===== config.mk =====
export PLATFORM = sky130hd
export DESIGN_NAME = gsbt_timer
export DESIGN_NICKNAME = d
export VERILOG_FILES = /design/src/verilog/gsbt_pkg.sv /design/src/verilog/gsbt_timer.sv /design/src/verilog/gsbt_edge_detect.sv
export SDC_FILE = /design/constraint.sdc
export NUM_CORES = 1
export LEC_CHECK = 0
export BUFFER_PORTS_ARGS = -buffer_cell sky130_fd_sc_hd__buf_2
export CAP_MARGIN = 20
export CELL_PAD_IN_SITES_DETAIL_PLACEMENT = 1
export CELL_PAD_IN_SITES_GLOBAL_PLACEMENT = 2
export CORE_UTILIZATION = 34
export DETAILED_ROUTE_END_ITERATION = 8
export PLACE_DENSITY_LB_ADDON = 0.1
export SLEW_MARGIN = 25
export SYNTH_ARGS = -nofsm -noshare
export SYNTH_HDL_FRONTEND = slang
export SYNTH_SLANG_ARGS = --single-unit

===== constraint.sdc =====
create_clock -name aclk -period 5.55 [get_ports aclk]
set_clock_uncertainty 0.05 [all_clocks]
set_input_delay 0.555 -clock aclk [delete_from_list [all_inputs] [get_ports aclk]]
set_output_delay 0.555 -clock aclk [all_outputs]
set_load 0.01 [all_outputs]

===== src/verilog/gsbt_pkg.sv =====
// Package with register map, field positions, reset values and shared types of the timer.
package gsbt_pkg;

  // ==========================================================================
  // Register map
  // ==========================================================================
  // Some printed offsets are not word multiples, so each is an index (byte address = 4 x index).
  localparam logic [7:0] IDX_INTERRUPT_CONTROL  = 8'h0B;
  localparam logic [7:0] IDX_PERIPHERAL_FLAGS   = 8'h0C;
  localparam logic [7:0] IDX_COUNT_LOW_BYTE     = 8'h0E;
  localparam logic [7:0] IDX_COUNT_HIGH_BYTE    = 8'h0F;
  localparam logic [7:0] IDX_COUNTER_CONTROL    = 8'h10;
  localparam logic [7:0] IDX_PERIPHERAL_ENABLES = 8'h8C;
  localparam logic [7:0] IDX_SYSTEM_STATUS      = 8'h40;
  localparam int         ADDR_W                 = 10;

  // ==========================================================================
  // Field positions
  // ==========================================================================
  localparam int BIT_GLOBAL_IRQ_ENABLE     = 7;
  localparam int BIT_PERIPHERAL_IRQ_ENABLE = 6;
  localparam int BIT_OVERFLOW_FLAG         = 0;
  localparam int BIT_OVERFLOW_IRQ_ENABLE   = 0;
  localparam int BIT_GATE_ENABLE           = 6;
  localparam int BIT_PRESCALE_HI           = 5;
  localparam int BIT_PRESCALE_LO           = 4;
  localparam int BIT_LP_OSC_ENABLE         = 3;
  localparam int BIT_SYNC_DISABLE          = 2;
  localparam int BIT_CLOCK_SOURCE_SELECT   = 1;
  localparam int BIT_COUNTER_ON            = 0;

  // Writable masks and reset values.
  localparam logic [7:0] CONTROL_WMASK     = 8'h7F;
  localparam logic [7:0] CONTROL_RESET     = 8'h00;
  localparam logic [7:0] INTCTL_RESET      = 8'h00;
  localparam logic [7:0] ENABLES_RESET     = 8'h00;

  // AXI responses.
  localparam logic [1:0] RESP_OKAY   = 2'h0;
  localparam logic [1:0] RESP_SLVERR = 2'h2;

  // ==========================================================================
  // Types
  // ==========================================================================
  typedef enum logic [1:0] {
    GSBT_FE_IDLE,
    GSBT_FE_ARMED
  } gsbt_arm_t;

  typedef struct packed {
    logic       ext_level;
    logic       sync_a;
    logic       sync_b;
    logic       sync_prev;
    gsbt_arm_t  arm;
  } gsbt_edge_t;

endpackage : gsbt_pkg


===== src/verilog/gsbt_timer.sv =====
// Gated sixteen-bit timer with prescaler, overflow flag and AXI4-Lite registers.
// Overview of operation
// - 16-bit count wraps, sets overflow flag
// - Interrupt needs three enables all set
// - Overflow flag stays until software clears
// - Internal source counts every instruction cycle
// - External source counts pin rising edges
// - Falling edge needed before first count
// - Gate enable counts only while gate low
// - Prescale field divides by 1,2,4,8
// - Counter byte write clears hidden prescaler
// - Sync disable picks synchronised or raw path
// - Asynchronous mode keeps counting in sleep
// - Sleep counting and wake conditions
// - Wake with global enable vectors
// - Byte reads always return valid value
// - Crystal enable only with internal oscillator
// - Crystal forces pin directions to input
// - Control bit zero runs or halts
// - Control clears on power-on reset only, top bit zero
// - Counter bytes untouched by reset
//
// Design decision made here: register access over AXI4-Lite.
`timescale 1ns/10ps

module gsbt_timer #(
  parameter int INSTR_DIV = 4
) (
  input  wire logic        aclk,
  input  wire logic        aresetn,
  input  wire logic        por_event,
  input  wire logic        sleep_mode,
  input  wire logic        internal_oscillator,
  input  wire logic        ext_count_clock_pin,
  input  wire logic        crystal_out_pin,
  input  wire logic        gate_pin_n,
  input  wire logic [9:0]  s_axi_awaddr,
  input  wire logic        s_axi_awvalid,
  output logic             s_axi_awready,
  input  wire logic [31:0] s_axi_wdata,
  input  wire logic [3:0]  s_axi_wstrb,
  input  wire logic        s_axi_wvalid,
  output logic             s_axi_wready,
  output logic [1:0]       s_axi_bresp,
  output logic             s_axi_bvalid,
  input  wire logic        s_axi_bready,
  input  wire logic [9:0]  s_axi_araddr,
  input  wire logic        s_axi_arvalid,
  output logic             s_axi_arready,
  output logic [31:0]      s_axi_rdata,
  output logic [1:0]       s_axi_rresp,
  output logic             s_axi_rvalid,
  input  wire logic        s_axi_rready,
  output logic             irq,
  output logic             wake,
  output logic             pin_four_direction,
  output logic             pin_five_direction
);

  // ==========================================================================
  // Registers
  // ==========================================================================
  logic [7:0]  count_low_byte_reg;
  logic [7:0]  count_high_byte_reg;
  logic [7:0]  control_reg;
  logic [7:0]  intctl_reg;
  logic [7:0]  enables_reg;
  logic        flag_reg;
  logic [2:0]  presc_reg;
  logic [1:0]  instr_cnt_reg;
  logic        aw_hold_reg;
  logic        w_hold_reg;
  logic [9:0]  awaddr_reg;
  logic [31:0] wdata_reg;
  logic [3:0]  wstrb_reg;
  logic        aw_ok;
  logic        w_ok;
  logic        do_write;
  logic [7:0]  wr_idx;
  logic [7:0]  rd_idx;
  logic        wr_byte;
  logic [7:0]  wr_val;
  logic        wr_mapped;
  logic        rd_mapped;
  logic [7:0]  rd_val;

  // Decoded control fields.
  logic        counter_on;
  logic        gate_enable;
  logic [1:0]  prescale_select;
  logic        lp_osc_enable;
  logic        sync_disable;
  logic        clock_source_select;
  logic        lp_active;
  logic        ext_src;
  logic        ext_rise;
  logic        instr_tick;
  logic        gate_open;
  logic        src_tick;
  logic        presc_done;
  logic        inc;
  logic [15:0] count_sum;
  logic        wrap;
  logic        wr_low;
  logic        wr_high;
  logic        wr_flags;
  logic        async_mode;

  assign counter_on          = control_reg[gsbt_pkg::BIT_COUNTER_ON];
  assign gate_enable         = control_reg[gsbt_pkg::BIT_GATE_ENABLE];
  assign prescale_select     = control_reg[gsbt_pkg::BIT_PRESCALE_HI:gsbt_pkg::BIT_PRESCALE_LO];
  assign lp_osc_enable       = control_reg[gsbt_pkg::BIT_LP_OSC_ENABLE];
  assign sync_disable        = control_reg[gsbt_pkg::BIT_SYNC_DISABLE];
  assign clock_source_select = control_reg[gsbt_pkg::BIT_CLOCK_SOURCE_SELECT];

  // ==========================================================================
  // Clock source selection
  // ==========================================================================
  // The crystal only stands in for the pin when the internal oscillator runs the core.
  assign lp_active  = lp_osc_enable && internal_oscillator;
  assign ext_src    = clock_source_select;
  assign async_mode = ext_src && sync_disable;

  gsbt_edge_detect u_edge (
    .aclk         (aclk),
    .aresetn      (aresetn),
    .ext_in       (lp_active ? crystal_out_pin : ext_count_clock_pin),
    .sync_disable (sync_disable),
    .enable       (counter_on && ext_src),
    .rise_pulse   (ext_rise)
  );

  // Instruction cycle enable: one pulse every INSTR_DIV clocks.
  assign instr_tick = (instr_cnt_reg == 2'(INSTR_DIV - 1));

  always_ff @(posedge aclk) begin
    if (!aresetn) begin
      instr_cnt_reg <= 2'h0;
    end else begin
      instr_cnt_reg <= instr_tick ? 2'h0 : instr_cnt_reg + 2'h1;
    end
  end

  // Gate is ignored unless the counter is on; gate enable then needs the gate pin low.
  assign gate_open = counter_on && (!gate_enable || !gate_pin_n);
  // Internal source is halted in sleep; only asynchronous external counting runs there.
  assign src_tick  = ext_src ? (ext_rise && (!sleep_mode || async_mode))
                             : (instr_tick && !sleep_mode);

  // ==========================================================================
  // Prescaler and counter
  // ==========================================================================
  always_comb begin
    case (prescale_select)
      2'h0:    presc_done = 1'b1;
      2'h1:    presc_done = presc_reg[0];
      2'h2:    presc_done = &presc_reg[1:0];
      2'h3:    presc_done = &presc_reg;
      default: presc_done = 1'b1;
    endcase
  end

  assign inc       = gate_open && src_tick && presc_done;
  assign count_sum = {count_high_byte_reg, count_low_byte_reg} + 16'h0001;
  assign wrap      = inc && (count_sum == 16'h0000);

  // Write path decode.
  assign aw_ok     = aw_hold_reg || s_axi_awvalid;
  assign w_ok      = w_hold_reg || s_axi_wvalid;
  assign do_write  = aw_ok && w_ok && !s_axi_bvalid;
  assign wr_idx    = aw_hold_reg ? awaddr_reg[9:2] : s_axi_awaddr[9:2];
  assign wr_byte   = w_hold_reg ? wstrb_reg[0] : s_axi_wstrb[0];
  assign wr_val    = w_hold_reg ? wdata_reg[7:0] : s_axi_wdata[7:0];
  assign wr_low    = do_write && wr_byte && (wr_idx == gsbt_pkg::IDX_COUNT_LOW_BYTE);
  assign wr_high   = do_write && wr_byte && (wr_idx == gsbt_pkg::IDX_COUNT_HIGH_BYTE);
  assign wr_flags  = do_write && wr_byte && (wr_idx == gsbt_pkg::IDX_PERIPHERAL_FLAGS);
  assign wr_mapped = (wr_idx == gsbt_pkg::IDX_INTERRUPT_CONTROL)
                  || (wr_idx == gsbt_pkg::IDX_PERIPHERAL_FLAGS)
                  || (wr_idx == gsbt_pkg::IDX_COUNT_LOW_BYTE)
                  || (wr_idx == gsbt_pkg::IDX_COUNT_HIGH_BYTE)
                  || (wr_idx == gsbt_pkg::IDX_COUNTER_CONTROL)
                  || (wr_idx == gsbt_pkg::IDX_PERIPHERAL_ENABLES);

  // Prescaler is hidden from software; any counter byte write restarts it.
  always_ff @(posedge aclk) begin
    if (!aresetn || wr_low || wr_high) begin
      presc_reg <= 3'h0;
    end else if (gate_open && src_tick) begin
      presc_reg <= presc_done ? 3'h0 : presc_reg + 3'h1;
    end
  end

  // Counter bytes carry no reset: their content survives every reset.
  // A write beats a same-cycle increment; stop the timer first.
  always_ff @(posedge aclk) begin
    if (wr_low) begin
      count_low_byte_reg <= wr_val;
    end else if (inc) begin
      count_low_byte_reg <= count_sum[7:0];
    end
    if (wr_high) begin
      count_high_byte_reg <= wr_val;
    end else if (inc) begin
      count_high_byte_reg <= count_sum[15:8];
    end
  end

  // Overflow flag: a wrap in the same cycle as a software clear wins.
  always_ff @(posedge aclk) begin
    if (!aresetn) begin
      flag_reg <= 1'b0;
    end else if (wrap) begin
      flag_reg <= 1'b1;
    end else if (wr_flags) begin
      flag_reg <= wr_val[gsbt_pkg::BIT_OVERFLOW_FLAG];
    end
  end

  // Control keeps its bits on a plain reset; only power-on clears them.
  always_ff @(posedge aclk) begin
    if (!aresetn && por_event) begin
      control_reg <= gsbt_pkg::CONTROL_RESET;
      intctl_reg  <= gsbt_pkg::INTCTL_RESET;
      enables_reg <= gsbt_pkg::ENABLES_RESET;
    end else if (!aresetn) begin
      intctl_reg  <= gsbt_pkg::INTCTL_RESET;
      enables_reg <= gsbt_pkg::ENABLES_RESET;
    end else if (do_write && wr_byte) begin
      if (wr_idx == gsbt_pkg::IDX_COUNTER_CONTROL) begin
        control_reg <= wr_val & gsbt_pkg::CONTROL_WMASK;
      end
      if (wr_idx == gsbt_pkg::IDX_INTERRUPT_CONTROL) begin
        intctl_reg <= wr_val;
      end
      if (wr_idx == gsbt_pkg::IDX_PERIPHERAL_ENABLES) begin
        enables_reg <= wr_val & 8'h01;
      end
    end
  end

  // ==========================================================================
  // Interrupt, wake and pin outputs
  // ==========================================================================
  always_ff @(posedge aclk) begin
    if (!aresetn) begin
      irq                <= 1'b0;
      wake               <= 1'b0;
      pin_four_direction <= 1'b0;
      pin_five_direction <= 1'b0;
    end else begin
      irq  <= flag_reg && enables_reg[gsbt_pkg::BIT_OVERFLOW_IRQ_ENABLE]
           && intctl_reg[gsbt_pkg::BIT_PERIPHERAL_IRQ_ENABLE]
           && intctl_reg[gsbt_pkg::BIT_GLOBAL_IRQ_ENABLE]
           && (!sleep_mode || counter_on);
      wake <= sleep_mode && flag_reg && counter_on
           && enables_reg[gsbt_pkg::BIT_OVERFLOW_IRQ_ENABLE]
           && intctl_reg[gsbt_pkg::BIT_PERIPHERAL_IRQ_ENABLE];
      pin_four_direction <= lp_active;
      pin_five_direction <= lp_active;
    end
  end

  // ==========================================================================
  // AXI4-Lite write channel
  // ==========================================================================
  // Address and data may arrive in either order; each is held until its partner comes.
  always_ff @(posedge aclk) begin
    if (!aresetn) begin
      aw_hold_reg   <= 1'b0;
      w_hold_reg    <= 1'b0;
      awaddr_reg    <= 10'h000;
      wdata_reg     <= 32'h0000_0000;
      wstrb_reg     <= 4'h0;
      s_axi_awready <= 1'b0;
      s_axi_wready  <= 1'b0;
      s_axi_bvalid  <= 1'b0;
      s_axi_bresp   <= gsbt_pkg::RESP_OKAY;
    end else begin
      s_axi_awready <= 1'b0;
      s_axi_wready  <= 1'b0;
      if (s_axi_bvalid && s_axi_bready) begin
        s_axi_bvalid <= 1'b0;
      end
      if (do_write) begin
        aw_hold_reg   <= 1'b0;
        w_hold_reg    <= 1'b0;
        s_axi_awready <= !aw_hold_reg;
        s_axi_wready  <= !w_hold_reg;
        s_axi_bvalid  <= 1'b1;
        s_axi_bresp   <= wr_mapped ? gsbt_pkg::RESP_OKAY : gsbt_pkg::RESP_SLVERR;
      end else begin
        if (s_axi_awvalid && !aw_hold_reg && !s_axi_awready) begin
          aw_hold_reg   <= 1'b1;
          awaddr_reg    <= s_axi_awaddr;
          s_axi_awready <= 1'b1;
        end
        if (s_axi_wvalid && !w_hold_reg && !s_axi_wready) begin
          w_hold_reg   <= 1'b1;
          wdata_reg    <= s_axi_wdata;
          wstrb_reg    <= s_axi_wstrb;
          s_axi_wready <= 1'b1;
        end
      end
    end
  end

  // ==========================================================================
  // AXI4-Lite read channel
  // ==========================================================================
  // Reads come from registered bytes, so each byte is whole.
  assign rd_idx = s_axi_araddr[9:2];

  always_comb begin
    rd_mapped = 1'b1;
    case (rd_idx)
      gsbt_pkg::IDX_INTERRUPT_CONTROL:  rd_val = intctl_reg;
      gsbt_pkg::IDX_PERIPHERAL_FLAGS:   rd_val = {7'h00, flag_reg};
      gsbt_pkg::IDX_COUNT_LOW_BYTE:     rd_val = count_low_byte_reg;
      gsbt_pkg::IDX_COUNT_HIGH_BYTE:    rd_val = count_high_byte_reg;
      gsbt_pkg::IDX_COUNTER_CONTROL:    rd_val = control_reg;
      gsbt_pkg::IDX_PERIPHERAL_ENABLES: rd_val = enables_reg;
      gsbt_pkg::IDX_SYSTEM_STATUS:      rd_val = {6'h00, lp_active, lp_active};
      default: begin
        rd_val    = 8'h00;
        rd_mapped = 1'b0;
      end
    endcase
  end

  always_ff @(posedge aclk) begin
    if (!aresetn) begin
      s_axi_arready <= 1'b0;
      s_axi_rvalid  <= 1'b0;
      s_axi_rdata   <= 32'h0000_0000;
      s_axi_rresp   <= gsbt_pkg::RESP_OKAY;
    end else begin
      s_axi_arready <= 1'b0;
      if (s_axi_rvalid && s_axi_rready) begin
        s_axi_rvalid <= 1'b0;
      end
      if (s_axi_arvalid && !s_axi_arready && !s_axi_rvalid) begin
        s_axi_arready <= 1'b1;
        s_axi_rvalid  <= 1'b1;
        s_axi_rdata   <= {24'h00_0000, rd_val};
        s_axi_rresp   <= rd_mapped ? gsbt_pkg::RESP_OKAY : gsbt_pkg::RESP_SLVERR;
      end
    end
  end

endmodule : gsbt_timer


===== src/verilog/gsbt_edge_detect.sv =====
// Rising edge detector of the external count clock with falling edge arming.
`timescale 1ns/10ps

module gsbt_edge_detect (
  input  wire logic aclk,
  input  wire logic aresetn,
  input  wire logic ext_in,
  input  wire logic sync_disable,
  input  wire logic enable,
  output logic      rise_pulse
);

  gsbt_pkg::gsbt_edge_t st_reg;
  gsbt_pkg::gsbt_edge_t st_next;
  logic                 cur;
  logic                 prev;

  // ==========================================================================
  // Edge logic
  // ==========================================================================
  // Sync path has two flops; the raw path one, a cycle faster.
  always_comb begin
    st_next           = st_reg;
    st_next.ext_level = ext_in;
    st_next.sync_a    = ext_in;
    st_next.sync_b    = st_reg.sync_a;
    cur               = sync_disable ? st_reg.ext_level : st_reg.sync_b;
    prev              = st_reg.sync_prev;
    st_next.sync_prev = cur;
    rise_pulse        = 1'b0;
    if (!enable) begin
      st_next.arm = gsbt_pkg::GSBT_FE_IDLE;
    end else begin
      case (st_reg.arm)
        gsbt_pkg::GSBT_FE_IDLE: begin
          if (prev && !cur) begin
            st_next.arm = gsbt_pkg::GSBT_FE_ARMED;
          end
        end
        gsbt_pkg::GSBT_FE_ARMED: begin
          rise_pulse = !prev && cur;
        end
        default: st_next.arm = gsbt_pkg::GSBT_FE_IDLE;
      endcase
    end
  end

  // State register.
  always_ff @(posedge aclk) begin
    if (!aresetn) begin
      st_reg <= '{1'b0, 1'b0, 1'b0, 1'b0, gsbt_pkg::GSBT_FE_IDLE};
    end else begin
      st_reg <= st_next;
    end
  end

endmodule : gsbt_edge_detect


==> results of run 1 <==
routing by layer:
metal,vias up,GRT usage (%),wire [µm]
met5,-,0,0
met4,0,5.98,181
met3,12,5.96,455
met2,76,30.9,5420
met1,1682,23.8,5650
li1,1740,-,-
cell usage in the layout (no fill, tap or decap), drive strengths merged, types with 2 or more instances in the layout:
| master | instances |
|---|---|
| a221oi | 7 |
| nand4 | 8 |
| a211oi | 13 |
| clkbuf | 15 |
| edfxtp | 16 |
| ha | 5 |
| o21a | 2 |
| or3b | 3 |
| nor3 | 10 |
| buf | 60 |
| mux2i | 56 |
| nand4b | 3 |
| a21oi | 30 |
| dfxtp | 63 |
| mux2 | 7 |
| xor2 | 8 |
| nor4b | 3 |
| nand2b | 8 |
| o21ai | 17 |
| conb | 26 |
| nor2b | 4 |
| a2bb2oi | 4 |
| nor2 | 66 |
| and3 | 3 |
| xnor2 | 7 |
| nor4 | 5 |
| or3 | 4 |
| and2 | 3 |
| nand3 | 11 |
| nor3b | 4 |
| nand2 | 25 |
| inv | 6 |
| nand3b | 4 |
report_power, final:
group | switching [mW] | leakage, nW | internal, mW
logic | 0.0899 | 1.28 | 0.0664
registers | 0.0223 | 0.658 | 0.606
clock network | 0.235 | 0.163 | 0.391
total | 0.347 | 2.11 | 1.06
through the flow:
stage	cell area [µm²]	power, mW	instances
3_3_place_gp	4690	0.794	679
6_report	5020	1.41	695
5_1_grt	5020	1.48	695
2_1_floorplan	4480	0.754	497
4_1_cts	5010	1.44	695
3_5_place_dp	4690	0.798	679
synthesized netlist by cell type (2+ instances only):
cell and instances:
buf_6 3, a211oi_2 3, buf_2 8, inv_1 6, nor4b_1 3, xnor2_1 7, and3_1 3, mux2_2 7
buf_4 28, nor3_1 10, nand4b_1 2, nand4_1 7, a211oi_1 10, o21ai_0 14, a21oi_2 3, nand3_1 11
a2bb2oi_1 4, or3b_4 2, dfxtp_1 63, nor4_1 5, nand2b_1 8, o21a_1 2, nor2b_1 4, xor2_1 8
edfxtp_1 16, nor3b_1 3, and2_1 3, nand2_1 25, a21oi_1 27, or3_1 4, nand3b_1 4, a221oi_1 6
o21ai_1 3, clkbuf_1 10, nor2_1 66, mux2i_1 56, ha_1 5
logic make-up (layout without fill, tap and decap cells):
group / count (synthesis) / count (layout)
compound gates: 84 / 84
xor+xnor: 15 / 15
fa+ha+maj: 5 / 5
buf+inv: 56 / 82
flops: 79 / 79
mux: 63 / 63
other cells: 1 / 26
simple gates: 169 / 169
final cells by class:
| class | count | area (µm²) |
|---|---|---|
| Clock buffer | 15 | 319 |
| Clock inverter | 1 | 5.00 |
| Fill cell | 1505 | 7600 |
| Inverter | 6 | 22.5 |
| Multi-Input combinational cell | 362 | 2410 |
| Sequential cell | 79 | 1740 |
| Tap cell | 172 | 215 |
| Timing Repair Buffer | 60 | 310 |
path summary, 6_finish.rpt:
path	depth (start not counted)	slack (ns)	endpoint	start
worst max-delay path	4	2.55	count_high_byte_reg[1]	aw_hold_reg
worst min-delay path	1	0.38	instr_cnt_reg[0]	instr_cnt_reg[0]
worst max register to register	4	2.55	count_high_byte_reg[1]	aw_hold_reg
worst min register to register	1	0.38	instr_cnt_reg[0]	instr_cnt_reg[0]
==> results_dict.tcl, run 1 <==
set metrics [dict create \
    fin_util_pct 39.8 \
    grt_pass1_wl_mm 18.9 \
    muxShareOfSynthArea_pct 14.6 \
    worst-path-buf-inv 0 \
    worst_pin_slew_ns 0.804 \
    grt_remaining_overflow 0 \
    die_area_um2 13400 \
    path_clk_slew_ns 0.06 \
    start_util_pct 34.8 \
    area_growth_pct 14.4 \
    die_h_um 116 \
    drtPass1Iterations 4 \
    crit_type "flop to flop" \
    yosysTopAreaCell "dfxtp_1" \
    clockBufferDepth 2 \
    drt_iter0_drc 150 \
    synth-simple-area-share_pct 20.1 \
    cts_tree "done" \
    fin_nets 592 \
    synth_xor_area_share_pct 2.99 \
    path_cells "or3b_4, a221oi_4, nand4b_2, nand2_1" \
    cts_sinks 79 \
    drive_above_1_share_pct 18.9 \
    synth_compound_area_share_pct 13.2 \
    cp_top_family "simple AND/OR/NAND/NOR gates" \
    slew_violations 0 \
    drc 0 \
    synth_edf_count 16 \
    vias_per_cell 5.05 \
    setup_tns_ns 0 \
    num_io_pins 114 \
    dieWidth_um 116 \
    syn-cell-area_um2 4390 \
    grt_pass1_vias 3547 \
    vdd_drop_max_uv 166 \
    drtAntennaViolNets 0 \
    diodes 0 \
    cap_violations 0 \
    cts_root_buffer "clkbuf_16" \
    cts_resized 0 \
    endpoint_kind "flop" \
    dpl_worst_slack_ns 2.34 \
    slowest_stage "dfxtp_1" \
    slowest_delay_ns 0.74 \
    cp.arrival_ns 2.95 \
    dp_hpwl_mm 8.89 \
    synth.area.top_cells "dfxtp_1, mux2i_1, edfxtp_1" \
    io_buffers 56 \
    rsz0062_at_grt "false" \
    gp_congestion 0.816 \
    grt_max_degree 32 \
    p_per_area_nw_per_um2 281 \
    hold_violations 0 \
    antenna_found_initial 0 \
    hold_ws_ns 0.384 \
    worstSkewPairLatency_ns 0.34 \
    core_um2 12600 \
    crit_required_ns 5.50 \
    synth_cell_type_count 60 \
    finalWirelength_mm 11.7 \
    h-tree-depth 3 \
    hold_path.class "flop to flop" \
    synthFlopType "dfxtp_1" \
    status "completed" \
    setup_viol 0 \
    max_freq_mhz 333 \
    p_leak_nw 2.11 \
    crit_fanout 20 \
    maxSlewHeadroom_pct 46.3 \
    finalCritPeriodShare_pct 54.1 \
    synth_top_family_by_area "simple AND/OR/NAND/NOR gates" \
    vias 3510 \
    synth_area_per_cell_um2 9.30 \
    grt_usage_pct 18.9 \
    wire_per_inst_um 16.8 \
    syn_inst 472 \
    start_kind "flop" \
    cts_setup_buffers 0 \
    period_needed_ns 3.00 \
    ys_seq_elements 79 \
    ys_seq_area_share_pct 39.7 \
    cts_buffers 9 \
    num_rows 41 \
    yosys.area_share.adder_pct 1.42 \
    yosysWarnings 0 \
    setup_ws_ns 2.55 \
    synth_top_area_share_pct 28.7 \
    cts.hold.buffers_added 0 \
    synthArstFlopShare_pct 0 \
]
No activity file was read; power rests on OpenSTA's default activity.
==> inputs of run 2 (changes only) <==
--- a/config.mk
+++ b/config.mk
@@ -5,11 +5,12 @@
 export SDC_FILE = /design/constraint.sdc
 export NUM_CORES = 1
 export LEC_CHECK = 0
+export ABC_AREA = 1
 export BUFFER_PORTS_ARGS = -buffer_cell sky130_fd_sc_hd__buf_2
 export CAP_MARGIN = 20
 export CELL_PAD_IN_SITES_DETAIL_PLACEMENT = 1
 export CELL_PAD_IN_SITES_GLOBAL_PLACEMENT = 2
-export CORE_UTILIZATION = 34
+export CORE_UTILIZATION = 26
 export DETAILED_ROUTE_END_ITERATION = 8
 export PLACE_DENSITY_LB_ADDON = 0.1
 export SLEW_MARGIN = 25
==> constraint.sdc (replaced) <==
create_clock -name aclk -period 2.63 [get_ports aclk]
set_clock_uncertainty 0.05 [all_clocks]
set_input_delay 0.263 -clock aclk [delete_from_list [all_inputs] [get_ports aclk]]
set_output_delay 0.263 -clock aclk [all_outputs]
set_load 0.01 [all_outputs]
==> run 2 against run 1 <==
Highest routed layer unchanged. Routed wire length is 17% higher. Synthesized cell count is 34% higher. Global-route usage is 2.7 points lower. Critical path type unchanged. Via count is 17% higher. Utilization is 8.5 points lower. Sequential share of layout area is 1.5 points lower. Combinational power is 140% higher.
==> results_dict.tcl, run 2 <==
set metrics [dict create \
    synthFlopType "dfxtp_1" \
    setup_tns_ns 0 \
    start_kind "flop" \
    switchingPower_uw 802 \
    yosysTopAreaCell "dfxtp_1" \
    num_rows 47 \
    slowest_stage "dfxtp_1" \
    synthArstFlopShare_pct 0 \
    maxSlewHeadroom_pct 58.0 \
    synth.area.top_cells "dfxtp_1, nand2_1, edfxtp_1" \
    p_leak_nw 2.27 \
    cp.arrival_ns 2.12 \
    ys_seq_area_share_pct 38.7 \
    synth_top_area_share_pct 28.0 \
    wire_per_inst_um 15.0 \
    gp_congestion 0.824 \
    intPower_mw 2.28 \
    finalWirelength_mm 13.8 \
    vdd_drop_max_uv 286 \
    antenna_found_initial 0 \
    rsz0062_at_grt "false" \
    cap_violations 0 \
    grt_pass1_vias 4064 \
    grt_pass1_wl_mm 22.0 \
    combPwrFrac_pct 12.3 \
    die_area_um2 17800 \
    crit_required_ns 2.59 \
    grt_remaining_overflow 0 \
    place_inst 899 \
    yosysWarnings 0 \
    synth.most_common_cell "nand2_1" \
    dieWidth_um 134 \
    slowest_delay_ns 0.61 \
    crit_start "w_hold_reg" \
    p_per_area_nw_per_um2 588 \
    area_growth_pct 16.5 \
    status "completed" \
    core_um2 16800 \
    grt_usage_pct 16.2 \
    synth_edf_count 16 \
    r2r_slack_ns 0.47 \
    period_needed_ns 2.16 \
    synth.top_cells.by_count "nand2_1, inv_1, nor2_1, dfxtp_1, o21ai_0" \
    r2r_start "w_hold_reg" \
    fin_nets 764 \
    endpoint_kind "flop" \
    drt_iter0_drc 156 \
    h-tree-depth 3 \
    finalCritPeriodShare_pct 82.1 \
    r2r_cells 6 \
    fin_cells 915 \
    slew_violations 0 \
    grt_max_degree 27 \
    ys_seq_elements 79 \
    path_cells "nor2_1, nor2_4, nand2_2, inv_2, nand3_4, nand2_1" \
    die_h_um 134 \
    vias_per_cell 4.47 \
    num_io_pins 114 \
    setup_ws_ns 0.472 \
    reg2reg_to "count_high_byte_reg[6]" \
    cp-endpoint "count_high_byte_reg[6]" \
    syn-cell-area_um2 4500 \
    crit_type "flop to flop" \
    vias 4093 \
    setup_viol 0 \
    clkPwrFrac_pct 45.4 \
    layout_commonest_cell "nand2_1" \
    hold_violations 0 \
    max_freq_mhz 463 \
    cts_sinks 79 \
    drtPass1Iterations 4 \
    start_util_pct 26.8 \
    diodes 0 \
    synth_cell_type_count 49 \
    syn_inst 631 \
    drive_above_1_share_pct 16.5 \
    drtAntennaViolNets 0 \
    cp_top_family "simple AND/OR/NAND/NOR gates" \
    p_sw_share_pct 26.0 \
    final_cell_mix "nand2_1, nor2_1, inv_1" \
    clockBufferDepth 2 \
    synth_area_per_cell_um2 7.13 \
    path_clk_slew_ns 0.06 \
    drc 0 \
    path_depth 6 \
    cts.hold.buffers_added 0 \
    cts_setup_buffers 0 \
    worst_pin_slew_ns 0.624 \
    dpl_worst_slack_ns 0.433 \
    io_buffers 56 \
    hold_path.class "input port to flop" \
    cts_root_buffer "clkbuf_16" \
    seq_power_share_pct 42.3 \
    worstSkewPairLatency_ns 0.34 \
    cts_buffers 9 \
    cts_resized 0 \
    crit_fanout 18 \
    cts_tree "done" \
    worst-path-buf-inv 1 \
    dp_hpwl_mm 10.8 \
]
-- run 2: cell types whose count changed after synthesis, moves of 7 or more --
cell	before	now
a21oi_1	27	43
xnor2_1	7	0
o21ai_0	14	48
mux2i_1	56	1
nand2_1	25	153
nand2b_1	8	0
buf_2	8	1
mux2_2	7	0
inv_1	6	68
o21ai_1	3	17
a211oi_1	10	2
nand3_1	11	24
-- run 2: worst min path at each step --
| stage | to | cells past startpoint | slack (ns) | startpoint |
|---|---|---|---|---|
| after floorplan | s_axi_rvalid | 1 | 0.33 | s_axi_rready |
| after global placement | instr_cnt_reg[0] | 1 | 0.37 | instr_cnt_reg[0] |
| after detailed placement | u_edge.st_reg[3] | 2 | 0.37 | u_edge.st_reg[5] |
| after CTS | s_axi_rvalid | 2 | 0.05 | s_axi_rready |
| after global routing | s_axi_rvalid | 2 | 0.05 | s_axi_rready |
| final | s_axi_rvalid | 2 | 0.07 | s_axi_rready |
-- run 2: through the flow --
step | hold WS [ns] | util (%) | cell area, µm² | power, mW
floorplan | 0.327 | - | 4590 | 1.62
global placement | 0.368 | 29.3 | 4910 | 1.71
detailed placement | 0.374 | 29.3 | 4910 | 1.72
CTS | 0.0539 | 31.3 | 5240 | 3.13
global route | 0.0529 | 31.3 | 5240 | 3.23
finish | 0.0680 | 31.3 | 5240 | 3.08
-- run 2: final cells by class --
cell class              count  area (µm²)
clock buffers              13         260
fillers                  2120       11500
well taps                 220         275
inverters                  75         283
multi-input cells         462        2280
repair buffers             63         333
flip-flops and latches     79        1740
clock inverters             3        65.1
-- run 2: power groups by stage --
stage / Sequential, mW / Combinational, mW / Clock, mW
floorplan: 1.33 / 0.289 / 0
global placement: 1.33 / 0.380 / 0
detailed placement: 1.33 / 0.387 / 0
CTS: 1.30 / 0.388 / 1.44
global route: 1.31 / 0.429 / 1.49
finish: 1.30 / 0.380 / 1.40
-- run 2: kinds of logic after synthesis --
kind of cell,share of synthesized area [%]
compound gates,16.9
xor+xnor,0.584
fa+ha+maj,1.39
buf+inv,12.7
flops,38.7
mux,0.223
other cells,0.0834
simple gates,29.5
-- run 2: per-layer routing --
| layer | global-route usage (%) | up-vias | part of all wire, % | routed length, µm |
|---|---|---|---|---|
| met5 | 0 | - | 0 | 0 |
| met4 | 5.11 | 0 | 1.5 | 201 |
| met3 | 3.08 | 9 | 3.1 | 428 |
| met2 | 26.7 | 68 | 47 | 6440 |
| met1 | 21.3 | 1891 | 49 | 6680 |
| li1 | - | 2125 | - | - |
==> inputs of run 3 (changes only) <==
==> constraint.sdc (replaced) <==
create_clock -name aclk -period 1.9 [get_ports aclk]
set_clock_uncertainty 0.05 [all_clocks]
set_input_delay 0.19 -clock aclk [delete_from_list [all_inputs] [get_ports aclk]]
set_output_delay 0.19 -clock aclk [all_outputs]
set_load 0.01 [all_outputs]
==> run 3 against run 2 <==
Global-route usage increased by 0.14 points. Final area rose by 4.8%. Routed wire length rose by 2.7%. Register-to-register slack worse by 0.38 ns. Power up 36%. Utilization grew 1.5 points. Clock power grew 29%. Clock-buffer cell count is the same. Sequential cell count stayed put. Setup slack worse by 0.38 ns. Highest routed layer unchanged.
==> results_dict.tcl, run 3 (synthesis results as in run 2) <==
set metrics [dict create \
    status "completed" \
    grtUsageMet1_pct 20.4 \
    worst_pin_slew_ns 0.517 \
    grt_busiest_layer "met2" \
    dieWidth_um 134 \
    crit_type "flop to flop" \
    num_io_pins 114 \
    grt_max_degree 23 \
    drtPass1Iterations 4 \
    antenna_found_initial 0 \
    diodes 0 \
    fill_cells 2107 \
    fin_nets 787 \
    crit_fanout 8 \
    num_rows 47 \
    clockBufferDepth 2 \
    wire_per_inst_um 15.1 \
    cts_buffers 9 \
    finalWirelength_mm 14.1 \
    grt_remaining_overflow 0 \
    period_needed_ns 1.81 \
    vias_per_cell 4.57 \
    path_cells "buf_4, o21ai_2, nand2_4, nor2_8, nand2_2, nor2_4, inv_2, nand2_1, buf_12" \
    p_leak_nw 2.38 \
    fin_cells 938 \
    max_freq_mhz 553 \
    core_um2 16800 \
    hold_path.class "input port to flop" \
    drt_iter0_drc 167 \
    start_util_pct 26.8 \
    area_growth_pct 22.1 \
    cp.arrival_ns 1.81 \
    slew_violations 0 \
    cts_root_buffer "clkbuf_16" \
    setup_viol 0 \
    dp_hpwl_mm 11.3 \
    grt_usage_pct 16.3 \
    hold_violations 0 \
    io_buffers 56 \
    grt_pass1_vias 4235 \
    vias 4284 \
    h-tree-depth 3 \
    hold_ws_ns 0.00889 \
    cap_violations 0 \
    cts_sinks 79 \
    drc 0 \
    met2_usage_pct 28.3 \
    worst-path-buf-inv 3 \
    gp_congestion 0.820 \
    worstSkewPairLatency_ns 0.34 \
    crit_required_ns 1.91 \
    layout_commonest_cell "nand2_1" \
    drive_above_1_share_pct 21.0 \
    met3_usage_pct 2.36 \
    cp_top_family "simple AND/OR/NAND/NOR gates" \
    slowest_delay_ns 0.36 \
    cts_tree "done" \
    die_area_um2 17800 \
    p_per_area_nw_per_um2 762 \
    drtAntennaViolNets 0 \
    final_cell_mix "nand2_1, inv_1, nor2_1" \
    path_clk_slew_ns 0.06 \
    vdd_drop_max_uv 391 \
    grt_pass1_wl_mm 22.2 \
    finalCritPeriodShare_pct 95.2 \
    slowest_stage "dfxtp_4" \
    die_h_um 134 \
    endpoint_kind "flop" \
    maxSlewHeadroom_pct 65.1 \
    start_kind "flop" \
    place_inst 920 \
]
[run 3: cell types whose count changed in the layout (fill, tap and decap cells not counted), sizes merged]
cell,delta
buf,+22
clkinv,+2
bufinv,-1
dlygate4sd3,+1
inv,-1
[run 3: timing repair]
action | CTS | global route
pin swaps | 0 | 3
buffers inserted | 0 | 1
cloned | 0 | 0
hold buffers | 1 | 0
resized for setup | 2 | 20
setup endpoints to repair | 9 | 33
hold endpoints to repair | 1 | 0
[run 3: path summary, 6_finish.rpt]
kind	slack (ns)	to	cells past startpoint	start
max	0.09	count_low_byte_reg[5]	9	aw_hold_reg
min	0.009	irq	2	sleep_mode
max reg2reg	0.09	count_low_byte_reg[5]	9	aw_hold_reg
min reg2reg	0.39	u_edge.st_reg[3]	2	u_edge.st_reg[5]
[run 3: layout make-up]
class                      count  area, µm²  share of cell area [%]
sequential                    79       1750                    31.8
inverter                      75        288                    5.24
multi-input combinational    462       2330                    42.5
clock inverter                 3       40.0                   0.729
clock buffer                  13        262                    4.76
tap                          220        275                    5.01
timing repair buffer          86        549                    10.0
[run 3: power breakdown]
group	switching (mW)	internal (mW)	leakage, nW
Sequential	0.0316	1.77	0.658
Combinational	0.381	0.192	1.58
Clock	0.715	1.10	0.149
Total	1.13	3.06	2.38
[run 3: layer usage]
metal | vias up | part of all wire [%]
li1 | 2173 | -
met4 | 0 | 1.5
met2 | 70 | 50
met3 | 12 | 2.7
met5 | - | 0
met1 | 2029 | 46
[run 3: stage by stage]
step           setup WS (ns)  util [%]  cell area (µm²)  total power [mW]  TNS [ns]
4_1_cts              0.00713      32.4             5430              4.25         0
3_5_place_dp         -0.0195      30.5             5110              2.41    -0.153
2_1_floorplan         0.0971         -             4590              2.24         0
6_report              0.0916      32.8             5490              4.19         0
3_3_place_gp          0.0445      30.5             5110              2.39         0
5_1_grt             -0.00429      32.8             5490              4.39   -0.0320
